**src/core/bcd_counter_defines.vh**
```
/*
  Shared constants for the three-decade counter and display scanner.
  Assumes inclusion by bare name from the core design files.
*/
`ifndef BCD_COUNTER_DEFINES_VH
`define BCD_COUNTER_DEFINES_VH

`define DECADE_MAX      4'h9
`define DECADE_ZERO     4'h0
`define DIGIT_COUNT     3
`define SEL_IDLE        3'h7
`define SCAN_FIRST      2'h0
`define SCAN_LAST       2'h2
`define CLK_PERIOD_NS   8
`define SCAN_PERIOD_NS  1000000
`define SCAN_DIV_CYCLES (`SCAN_PERIOD_NS / `CLK_PERIOD_NS)

`endif

```
**src/core/bcd_counter_display_mux.v**
```verilog
/*
  Three-decade BCD event counter with hold latches and digit scanner.
  Assumes all inputs except reset_n_in are synchronous to core_clk_in; the count input and
  the external scan clock are sampled and edge-detected here.
*/
`timescale 1ns/10ps
`include "bcd_counter_defines.vh"

module bcd_counter_display_mux #(
  parameter SCAN_DIV = `SCAN_DIV_CYCLES
) (
  input  wire       core_clk_in,
  input  wire       reset_n_in,
  input  wire       count_in,
  input  wire       count_disable_in,
  input  wire       counter_clear_in,
  input  wire       hold_capture_in,
  input  wire       ext_scan_sel_in,
  input  wire       ext_scan_clk_in,
  output reg  [3:0] bcd_out,
  output reg  [2:0] digit_sel_n_out,
  output reg        overflow_out
);

  reg         rst_s1_q;
  reg         rst_n_q;
  reg         count_prev_q;
  reg         ext_prev_q;
  reg  [31:0] osc_cnt_q;
  reg         osc_tick_q;
  reg  [1:0]  scan_q;
  wire        count_fall;
  wire        advance;
  wire        scan_step;
  wire [2:0]  wrap;
  wire [11:0] counts;
  wire [11:0] latches;
  wire [3:0]  adv_chain;
  wire        ext_rise;
  wire [2:0]  sel_hit;
  wire        overflow_d;
  reg  [31:0] osc_cnt_d;
  reg         osc_tick_d;
  reg  [1:0]  scan_d;
  reg  [3:0]  bcd_d;
  reg  [2:0]  sel_n_d;

  // Release is synchronised so every flop reset by rst_n_q leaves reset on one edge

  always @(posedge core_clk_in or negedge reset_n_in) begin
    if (!reset_n_in) begin
      rst_s1_q <= 1'b0;
      rst_n_q  <= 1'b0;
    end else begin
      rst_s1_q <= 1'b1;
      rst_n_q  <= rst_s1_q;
    end
  end

  // Idle level of the count pin is low, so no false edge after reset
  always @(posedge core_clk_in or negedge rst_n_q) begin
    if (!rst_n_q) begin
      count_prev_q <= 1'b0;
    end else begin
      count_prev_q <= count_in;
    end
  end

  always @(posedge core_clk_in or negedge rst_n_q) begin
    if (!rst_n_q) begin
      ext_prev_q <= 1'b0;
    end else begin
      ext_prev_q <= ext_scan_clk_in;
    end
  end

  assign count_fall = count_prev_q && !count_in;
  // Clear outranks counting; disable swallows the edge entirely
  assign advance = count_fall && !count_disable_in &&
                   !counter_clear_in;
  assign adv_chain[0] = advance;

  genvar g;
  // Each decade above the first steps only on the wrap of the one below
  generate
    for (g = 0; g < `DIGIT_COUNT; g = g + 1) begin : decade
      bcd_decade u_decade (
        .clk_in     (core_clk_in),
        .rst_n_in   (rst_n_q),
        .clear_in   (counter_clear_in),
        .advance_in (adv_chain[g]),
        .hold_in    (hold_capture_in),
        .count_q    (counts[4*g+3:4*g]),
        .latch_q    (latches[4*g+3:4*g]),
        .wrap_out   (wrap[g])
      );
      assign adv_chain[g+1] = wrap[g];
    end
  endgenerate

  // Internal scan oscillator, halted while clear is high
  always @* begin
    osc_cnt_d  = osc_cnt_q;
    osc_tick_d = 1'b0;
    if (counter_clear_in) begin
      osc_cnt_d = 32'h0;
    end else if (osc_cnt_q >= SCAN_DIV - 1) begin
      osc_cnt_d  = 32'h0;
      osc_tick_d = 1'b1;
    end else begin
      osc_cnt_d = osc_cnt_q + 32'h1;
    end
  end

  always @(posedge core_clk_in or negedge rst_n_q) begin
    if (!rst_n_q) begin
      osc_cnt_q  <= 32'h0;
      osc_tick_q <= 1'b0;
    end else begin
      osc_cnt_q  <= osc_cnt_d;
      osc_tick_q <= osc_tick_d;
    end
  end

  // External edges only matter while the override is selected
  assign ext_rise  = ext_scan_clk_in && !ext_prev_q;
  assign scan_step = ext_scan_sel_in ? ext_rise : osc_tick_q;

  always @* begin
    scan_d = scan_q;
    if (counter_clear_in) begin
      scan_d = `SCAN_FIRST;
    end else if (scan_step) begin
      if (scan_q == `SCAN_LAST) begin
        scan_d = `SCAN_FIRST;
      end else begin
        scan_d = scan_q + 2'h1;
      end
    end
  end

  always @(posedge core_clk_in or negedge rst_n_q) begin
    if (!rst_n_q) begin
      scan_q <= `SCAN_FIRST;
    end else begin
      scan_q <= scan_d;
    end
  end

  // One select decoder per digit position
  generate
    for (g = 0; g < `DIGIT_COUNT; g = g + 1) begin : sel_decode
      assign sel_hit[g] = (scan_q == g);
    end
  endgenerate

  // Shared digit bus follows the scanned latch
  always @* begin
    case (scan_q)
      2'h1:    bcd_d = latches[7:4];
      2'h2:    bcd_d = latches[11:8];
      default: bcd_d = latches[3:0];
    endcase
  end

  // Selects stay dark through clear to spare the display
  always @* begin
    if (counter_clear_in) begin
      sel_n_d = `SEL_IDLE;
    end else begin
      sel_n_d = ~sel_hit;
    end
  end

  assign overflow_d = wrap[2];

  always @(posedge core_clk_in or negedge rst_n_q) begin
    if (!rst_n_q) begin
      bcd_out <= 4'h0;
    end else begin
      bcd_out <= bcd_d;
    end
  end

  always @(posedge core_clk_in or negedge rst_n_q) begin
    if (!rst_n_q) begin
      digit_sel_n_out <= `SEL_IDLE;
    end else begin
      digit_sel_n_out <= sel_n_d;
    end
  end

  // One clock wide, so a cascaded stage sees exactly one edge
  always @(posedge core_clk_in or negedge rst_n_q) begin
    if (!rst_n_q) begin
      overflow_out <= 1'b0;
    end else begin
      overflow_out <= overflow_d;
    end
  end

endmodule

```
**src/core/bcd_decade.v**
```verilog
/*
  One BCD decade with its four-bit hold latch.
  Assumes the parent supplies a one-cycle advance strobe and a reset with synchronised release.
*/
`timescale 1ns/10ps
`include "bcd_counter_defines.vh"

module bcd_decade (
  input  wire       clk_in,
  input  wire       rst_n_in,
  input  wire       clear_in,
  input  wire       advance_in,
  input  wire       hold_in,
  output reg  [3:0] count_q,
  output reg  [3:0] latch_q,
  output wire       wrap_out
);

  // Wrap only when this decade is really being stepped from nine
  assign wrap_out = advance_in && (count_q == `DECADE_MAX);

  always @(posedge clk_in or negedge rst_n_in) begin
    if (!rst_n_in) begin
      count_q <= `DECADE_ZERO;
    end else if (clear_in) begin
      count_q <= `DECADE_ZERO;
    end else if (advance_in) begin
      count_q <= wrap_out ? `DECADE_ZERO : count_q + 4'h1;
    end
  end

  // Transparent while hold is low, frozen while high
  always @(posedge clk_in or negedge rst_n_in) begin
    if (!rst_n_in) begin
      latch_q <= `DECADE_ZERO;
    end else if (!hold_in) begin
      latch_q <= clear_in ? `DECADE_ZERO : count_q;
    end
  end

endmodule

```
**config.mk**
```make
export PLATFORM = sky130hd
export DESIGN_NAME = bcd_counter_display_mux
export DESIGN_NICKNAME = d
export VERILOG_FILES = /design/src/core/bcd_counter_display_mux.v /design/src/core/bcd_decade.v
export VERILOG_INCLUDE_DIRS = /design/src /design/src/core
export SDC_FILE = /design/constraint.sdc
export NUM_CORES = 1
export LEC_CHECK = 0
export BUFFER_PORTS_ARGS = -buffer_cell sky130_fd_sc_hd__buf_2
export CAP_MARGIN = 20
export CORE_MARGIN = 1.5
export CORE_UTILIZATION = 30
export DETAILED_ROUTE_END_ITERATION = 8
export PLACE_DENSITY_LB_ADDON = 0.08
export SLEW_MARGIN = 15
export SYNTH_ARGS = -nofsm -noshare
export SYNTH_HDL_FRONTEND = slang
export SYNTH_SLANG_ARGS = --single-unit
```
**constraint.sdc**
```tcl
create_clock -name core_clk_in -period 4.1 [get_ports core_clk_in]
set_input_delay 0.615 -clock core_clk_in [delete_from_list [all_inputs] [get_ports core_clk_in]]
set_output_delay 0.615 -clock core_clk_in [all_outputs]
set_load 0.005 [all_outputs]
```
==> metrics.txt, run 1 <==
Yosys reg bits=71; CP Capture Type=flip-flop; largest family of logic cells by synthesized area=simple AND/OR/NAND/NOR gates; Commonest cells post-synth=68 x dfrtp_1, 33 x nand2_1, 33 x nor2_1; total power=between 1 and 1.5 mW; Core Area=9774 um^2; Resize count post-CTS=0; metal3 WL=169 um; Die Y-Extent=103.4 um; Buf/Inv on CP=2; number of fill cells=1,012; ys async rst share=between 90% and 100%; Longest Clk Path Bufs=2; critical path type=primary input to flip-flop; CP Max Fanout=18; post-DP HPWL=3873 um; post-synth top area share=~56%; Seq/Total Area, Yosys=58.83%; CP Data Required Time=4.33 ns; All-Layer GR Usage=12.43%; Worst path max stage delay=0.51 ns; Data arrival, critical path=2.20 ns; via count=1,995; die area=10,700 um^2; # clock sinks=71; gpl congestion=0.7035; H-tree depth=3; Post-CTS Hold Fix Bufs=0; vias in the first global route=1,966; relative slew slack=38.52%; via/cell ratio=roughly 4.4; CTS clock-pin slew for the worst setup and hold paths=0.08 ns; count leader, synth=dfrtp_1; HP Class=primary input to asynchronous set/reset pin; Syn Area/Cell=10.77 um^2; final setup vio count=0; Gate power share=6.1%; Tmin final=1.961 ns; Worst setup SP type=primary input; Net Sw Power=0.3516 mW; largest net degree at the start of global routing=42; first drt pass iteration count=4; part of the power in registers=51.2%; critical-path cell list=buf_2 -> clkinv_1 -> and3_1 -> xor2_1 -> and3_1; CTS Root Cell=clkbuf_8; IO Pins=16; yosys warns=0; initial core utilization=30.97%; Port Buf Inserts=15; Post-CTS Setup Bufs=0; Die Wd=~100 um; Post-Synthesis Cell Area=3027 um^2; Setup TNS=0 ns; area grow syn2layout=15.34%; WL met2=roughly 2800 um; internal power=1.115 mW; RSZ-0062 raised after global routing=false; first-pass GRT wire length=10,030 um; post-synth top area cell=dfrtp_1; # Max-Cap Violations=0; f_max=510.0 MHz; Post-synth EDFFs=0; post-route antenna net violation count=0; Max Clock Skew=0.01006 ns; Mapped Cells=281; drc violations=0; switching share of power=a little under a quarter; Final nets=329; largest cells by area after synthesis=dfrtp_1 56%, ha_1 4.1%, nand2_1 4.1%, nor2_1 4.1%, xnor2_1 3.2%; CP dominant cell by count=and3_1; Slowest cell on crit path=clkinv_1; row count=36; M1 wire length=roughly 2800 um; LEAKAGE=roughly 1.5 nW; simple-gate share of the synthesized area=between 15 and 20%; worst slew pin tran=0.9222 ns; clock latency on the worst-skew pair=0.35 ns; GRT Residual Overflow=0; slack of the worst reg-to-reg path=2.15 ns; Compound-Gate Fraction of Synth Area=9.591%; clock share of power=42.8%; Iteration-0 DRC Markers=87; Worst IR Drop VDD=0.1818 mV; CTS tree=yes; Highest Signal Layer=met4; Post-Synth Adder-Cell Area=4.134%; Top delay family on crit path=buffers and inverters; initial antenna violation count=0; layout cell share with drive strength beyond 1=12.97%; diode count=0; PwrDens=420.1 nW/um^2; mux share of post-synthesis cell area=1.654%; XOR/XNOR Fraction of Synth Area=4.630%; fin crit share=47.83%; Synth Flop Type=dfrtp_1; total wire length=5845 um; Avg WL per Cell=13.02 um; status=finished, final reports clean; CTS Buf Count=9; synth unique cells=40; Slew Viols, Final=0; final hold vios=0
## cell families (layout without fill, tap and decap cells)
group / Yosys count / count (layout)
adder cells (fa/ha/maj): 10 / 10
other: 2 / 16
flip-flops: 71 / 71
AO/OA/AOI/OAI: 43 / 43
AND/OR/NAND/NOR: 114 / 114
buffers and inverters: 20 / 41
multiplexers: 5 / 5
XOR/XNOR: 16 / 16
## routing by layer
metal | GRT usage (%) | vias up
met3 | 3.562 | 8
met5 | 0 | -
met1 | 15.95 | 956
li1 | - | 1011
met2 | 19.96 | 20
met4 | 4.678 | 0
## final timing paths
kind	start	end	cells past startpoint
worst min-delay path	reset_n_in	rst_n_q	1
min in group core_clk_in	rst_s1_q	rst_n_q	0
worst max-delay path	counter_clear_in	decade[1].u_decade.count_q[0]	5
worst min register to register	rst_s1_q	rst_n_q	0
worst max register to register	osc_cnt_q[0]	osc_cnt_q[6]	5
max in group asynchronous	rst_n_q	digit_sel_n_out[0]	1
## flip-flops by register name (all words and copies together), names as in the netlist
register and count:
scan_q 2, count_prev_q 1, rst_n_q 1, rst_s1_q 1, overflow_out 1, osc_tick_q 1
osc_cnt_q 32, bcd_out 4, digit_sel_n_out 3, decade.u_decade.count_q 12, ext_prev_q 1, decade.u_decade.latch_q 12
## through the flow
step | cells | hold WS [ns] | setup slack (ns) | utilization [%] | area, um^2
finish | 449 | 0.04634 | 2.139 | 35.71 | 3491
global route | 449 | 0.03489 | 1.939 | 35.71 | 3491
CTS | 449 | 0.02926 | 2.097 | 35.71 | 3491
detailed placement | 433 | 0.3388 | 1.733 | 33.46 | 3271
global placement | 433 | 0.3358 | 1.785 | 33.46 | 3271
floorplan | 295 | 0.3194 | 1.982 | - | 3079
## worst reg2reg max path: stages, from the launching register on
cell and delay (ns):
dfrtp_1 0.39, ha_1 0.27, a211o_1 0.18, a211oi_2 0.10, o311ai_4 0.72, nor2_1 0.13
## power by group through the flow
stage	clock [mW]	combinational (mW)	sequential, mW
final	0.627	0.0888	0.750
after global routing	0.681	0.104	0.755
after CTS	0.653	0.0912	0.751
after detailed placement	0	0.0912	0.766
after global placement	0	0.0920	0.765
after floorplan	0	0.0467	0.769
## cells in the final DEF (no fill, tap or decap), types with 9 or more instances in the layout
cell      netlist  layout
nand2_1        33      33
conb_1          2      16
dfrtp_1        68      67
o21ai_0        13      13
buf_2           1      15
nor2_1         33      33
ha_1           10      10
a21oi_1        13      13
nand3_1        10      10
clkbuf_8        0       9
xnor2_1        11      11
## cell type report
type / instances / area (um^2) / area share, %
tap: 133 / 166.4 / 4.767
clock buffer: 10 / 127.6 / 3.656
multi-input combinational: 204 / 1206 / 34.55
inverter: 9 / 33.78 / 0.9677
sequential: 71 / 1782 / 51.04
timing repair buffer: 16 / 82.58 / 2.366
clock inverter: 6 / 92.59 / 2.652
(Power assumes the default switching activity.)
==> run 2, diff against run 1 <==
- clock period: 4.1 -> 2 ns (I/O delays scaled with it)
==> run 2 against run 1 <==
  * Worst setup slack worse by 1.9 ns
  * Sequential cell count did not move
  * Sequential share of layout area is 1.5 points lower
  * Non-clock buffer count increased by 13
  * Critical path depth increased by 1
  * Largest cell class unchanged
  * Utilization increased by 1.0 points
  * Critical path type is now flip-flop to flip-flop
  * Via count grew 3.4%
  * Final area rose by 2.9%
  * Final cell count increased by 2.9%
  * Clock skew is 0.00097 ns lower
==> metrics.txt, run 2 (synthesis gave the netlist of run 1 again) <==
Tmin final=1.790 ns; Register Area=1782 um^2; # Max-Cap Violations=0; Iteration-0 DRC Markers=65; largest net degree at the start of global routing=26; via count=2,062; CTS Buf Count=9; H-tree depth=3; Slew Viols, Final=0; f_max=about 560 MHz; post-DP HPWL=4104 um; Multi-input gate area=1206 um^2; Avg WL per Cell=around 13 um; worst slew pin tran=between 0.5 and 0.6 ns; Worst setup SP type=flip-flop; Port Buf Inserts=15; max reg flops=32; final instance area=3593 um^2; total wire length=5971 um; Core Area=9774 um^2; Final nets=342; biggest regs=osc_cnt_q: 32 flops, decade.u_decade.count_q: 12 flops, decade.u_decade.latch_q: 12 flops; fin crit share=89.52%; drc violations=0; PwrDens=801.3 nW/um^2; switching share of power=23.96%; initial antenna violation count=0; Die Y-Extent=103.4 um; Resize count post-CTS=0; IO Pins=16; Worst IR Drop VDD=approximately 0.38 mV; CP Max Fanout=12; GRT Residual Overflow=0; clock share of power=39.7%; Post-CTS Hold Fix Bufs=1; clock latency on the worst-skew pair=0.34 ns; Data arrival, critical path=about 2 ns; area grow syn2layout=18.73%; status=finished, final reports clean; # clock sinks=71; via/cell ratio=around 4.5; vias in the first global route=2,052; Post-CTS Setup Bufs=0; gpl congestion=0.7093; HP Class=primary input to flip-flop; first-pass GRT wire length=around 10,000 um; final hold vios=0; layout cell share with drive strength beyond 1=16.41%; commonest non-fill, non-tap cell in the layout=dfrtp_1; number of fill cells=1,020; Slowest cell on crit path=dfrtp_1; Max Clock Skew=0.009097 ns; relative slew slack=63.32%; internal power=2.189 mW; Gate power share=under 10%; post-route antenna net violation count=0; die area=10,700 um^2; Largest Register=osc_cnt_q; row count=36; RSZ-0062 raised after global routing=false; Worst path max stage delay=0.41 ns; CTS clock-pin slew for the worst setup and hold paths=0.08 ns; All-Layer GR Usage=12.80%; diode count=0; final setup vio count=0; Net Sw Power=0.6900 mW; critical-path cell list=ha_1 -> a211o_1 -> a211oi_2 -> o311ai_4 -> buf_4 -> nor2_1; Reg2Reg Depth=6; post-layout util=between 30% and 40%; DP Area=~3400 um^2; part of the power in registers=53.2%; CP Data Required Time=roughly 2.3 ns; initial core utilization=30.97%; CP Capture Type=flip-flop; CTS Root Cell=clkbuf_8; critical path type=flip-flop to flip-flop; Longest Clk Path Bufs=2; LEAKAGE=1.561 nW; CTS tree=yes; Die Wd=103.4 um; first drt pass iteration count=4; commonest cells after routing, fill and taps aside=67 x dfrtp_1, 33 x nand2_1, 33 x nor2_1, 16 x conb_1, 15 x buf_2; WHS Path Cells=1; Setup TNS=0 ns
run 2: changes by cell type in the layout (fill, tap and decap cells not counted), sizes merged:
cell,change
bufinv,-1
dlygate4sd3,+1
inv,-2
buf,+12
clkinv,+3
run 2: worst paths after layout:
check | start | end | slack [ns]
setup / recovery | osc_cnt_q[0] | osc_cnt_q[11] | 0.21
hold / removal | ext_scan_clk_in | ext_prev_q | 0.09
setup reg to reg | osc_cnt_q[0] | osc_cnt_q[11] | 0.21
hold reg to reg | rst_n_q | decade[1].u_decade.count_q[0] | 0.26
max in group asynchronous | rst_n_q | osc_cnt_q[14] | 1.22
min in group asynchronous | rst_n_q | decade[1].u_decade.count_q[0] | 0.26
run 2: worst max-delay path, delay by kind of cell, from the launching register on:
kind	cells	cell delay, ns
adders and majority gates	1	0.22
and+or+nand+nor	1	0.11
DFF	1	0.41
AOI/OAI and AO/OA	3	0.77
buffers and inverters	1	0.20
run 2: power groups by stage:
stage / registers, mW / logic [mW] / clock network [mW]
2_1_floorplan: 1.58 / 0.0958 / 0
3_3_place_gp: 1.56 / 0.208 / 0
3_5_place_dp: 1.56 / 0.208 / 0
4_1_cts: 1.53 / 0.210 / 1.20
5_1_grt: 1.54 / 0.242 / 1.26
6_report: 1.53 / 0.204 / 1.14
run 2: area by class of cell:
cell class | instances | area share [%]
repair buffers | 29 | 5.780
clock buffers | 10 | 3.830
well taps | 133 | 4.631
clock inverters | 6 | 1.671
inverters | 9 | 0.9401
multi-input cells | 204 | 33.57
flip-flops and latches | 71 | 49.58
run 2: per-stage QoR:
stage / setup slack, ns / instances / total power [mW] / hold WS [ns]
2_1_floorplan: 0.2930 / 295 / 1.672 / 0.004409
3_3_place_gp: 0.2782 / 445 / 1.769 / 0.08867
3_5_place_dp: 0.2289 / 445 / 1.769 / 0.08915
4_1_cts: 0.1959 / 462 / 2.940 / 0.07089
5_1_grt: 0.07548 / 462 / 3.049 / 0.05805
6_report: 0.2096 / 462 / 2.879 / 0.08995
run 2: metal layers:
metal | up-vias | GRT usage [%] | wire [um]
li1 | 1040 | - | -
met1 | 988 | 16.26 | 2918
met2 | 30 | 20.56 | 2817
met3 | 4 | 4.435 | 162
met4 | 0 | 3.950 | 72
met5 | - | 0 | 0
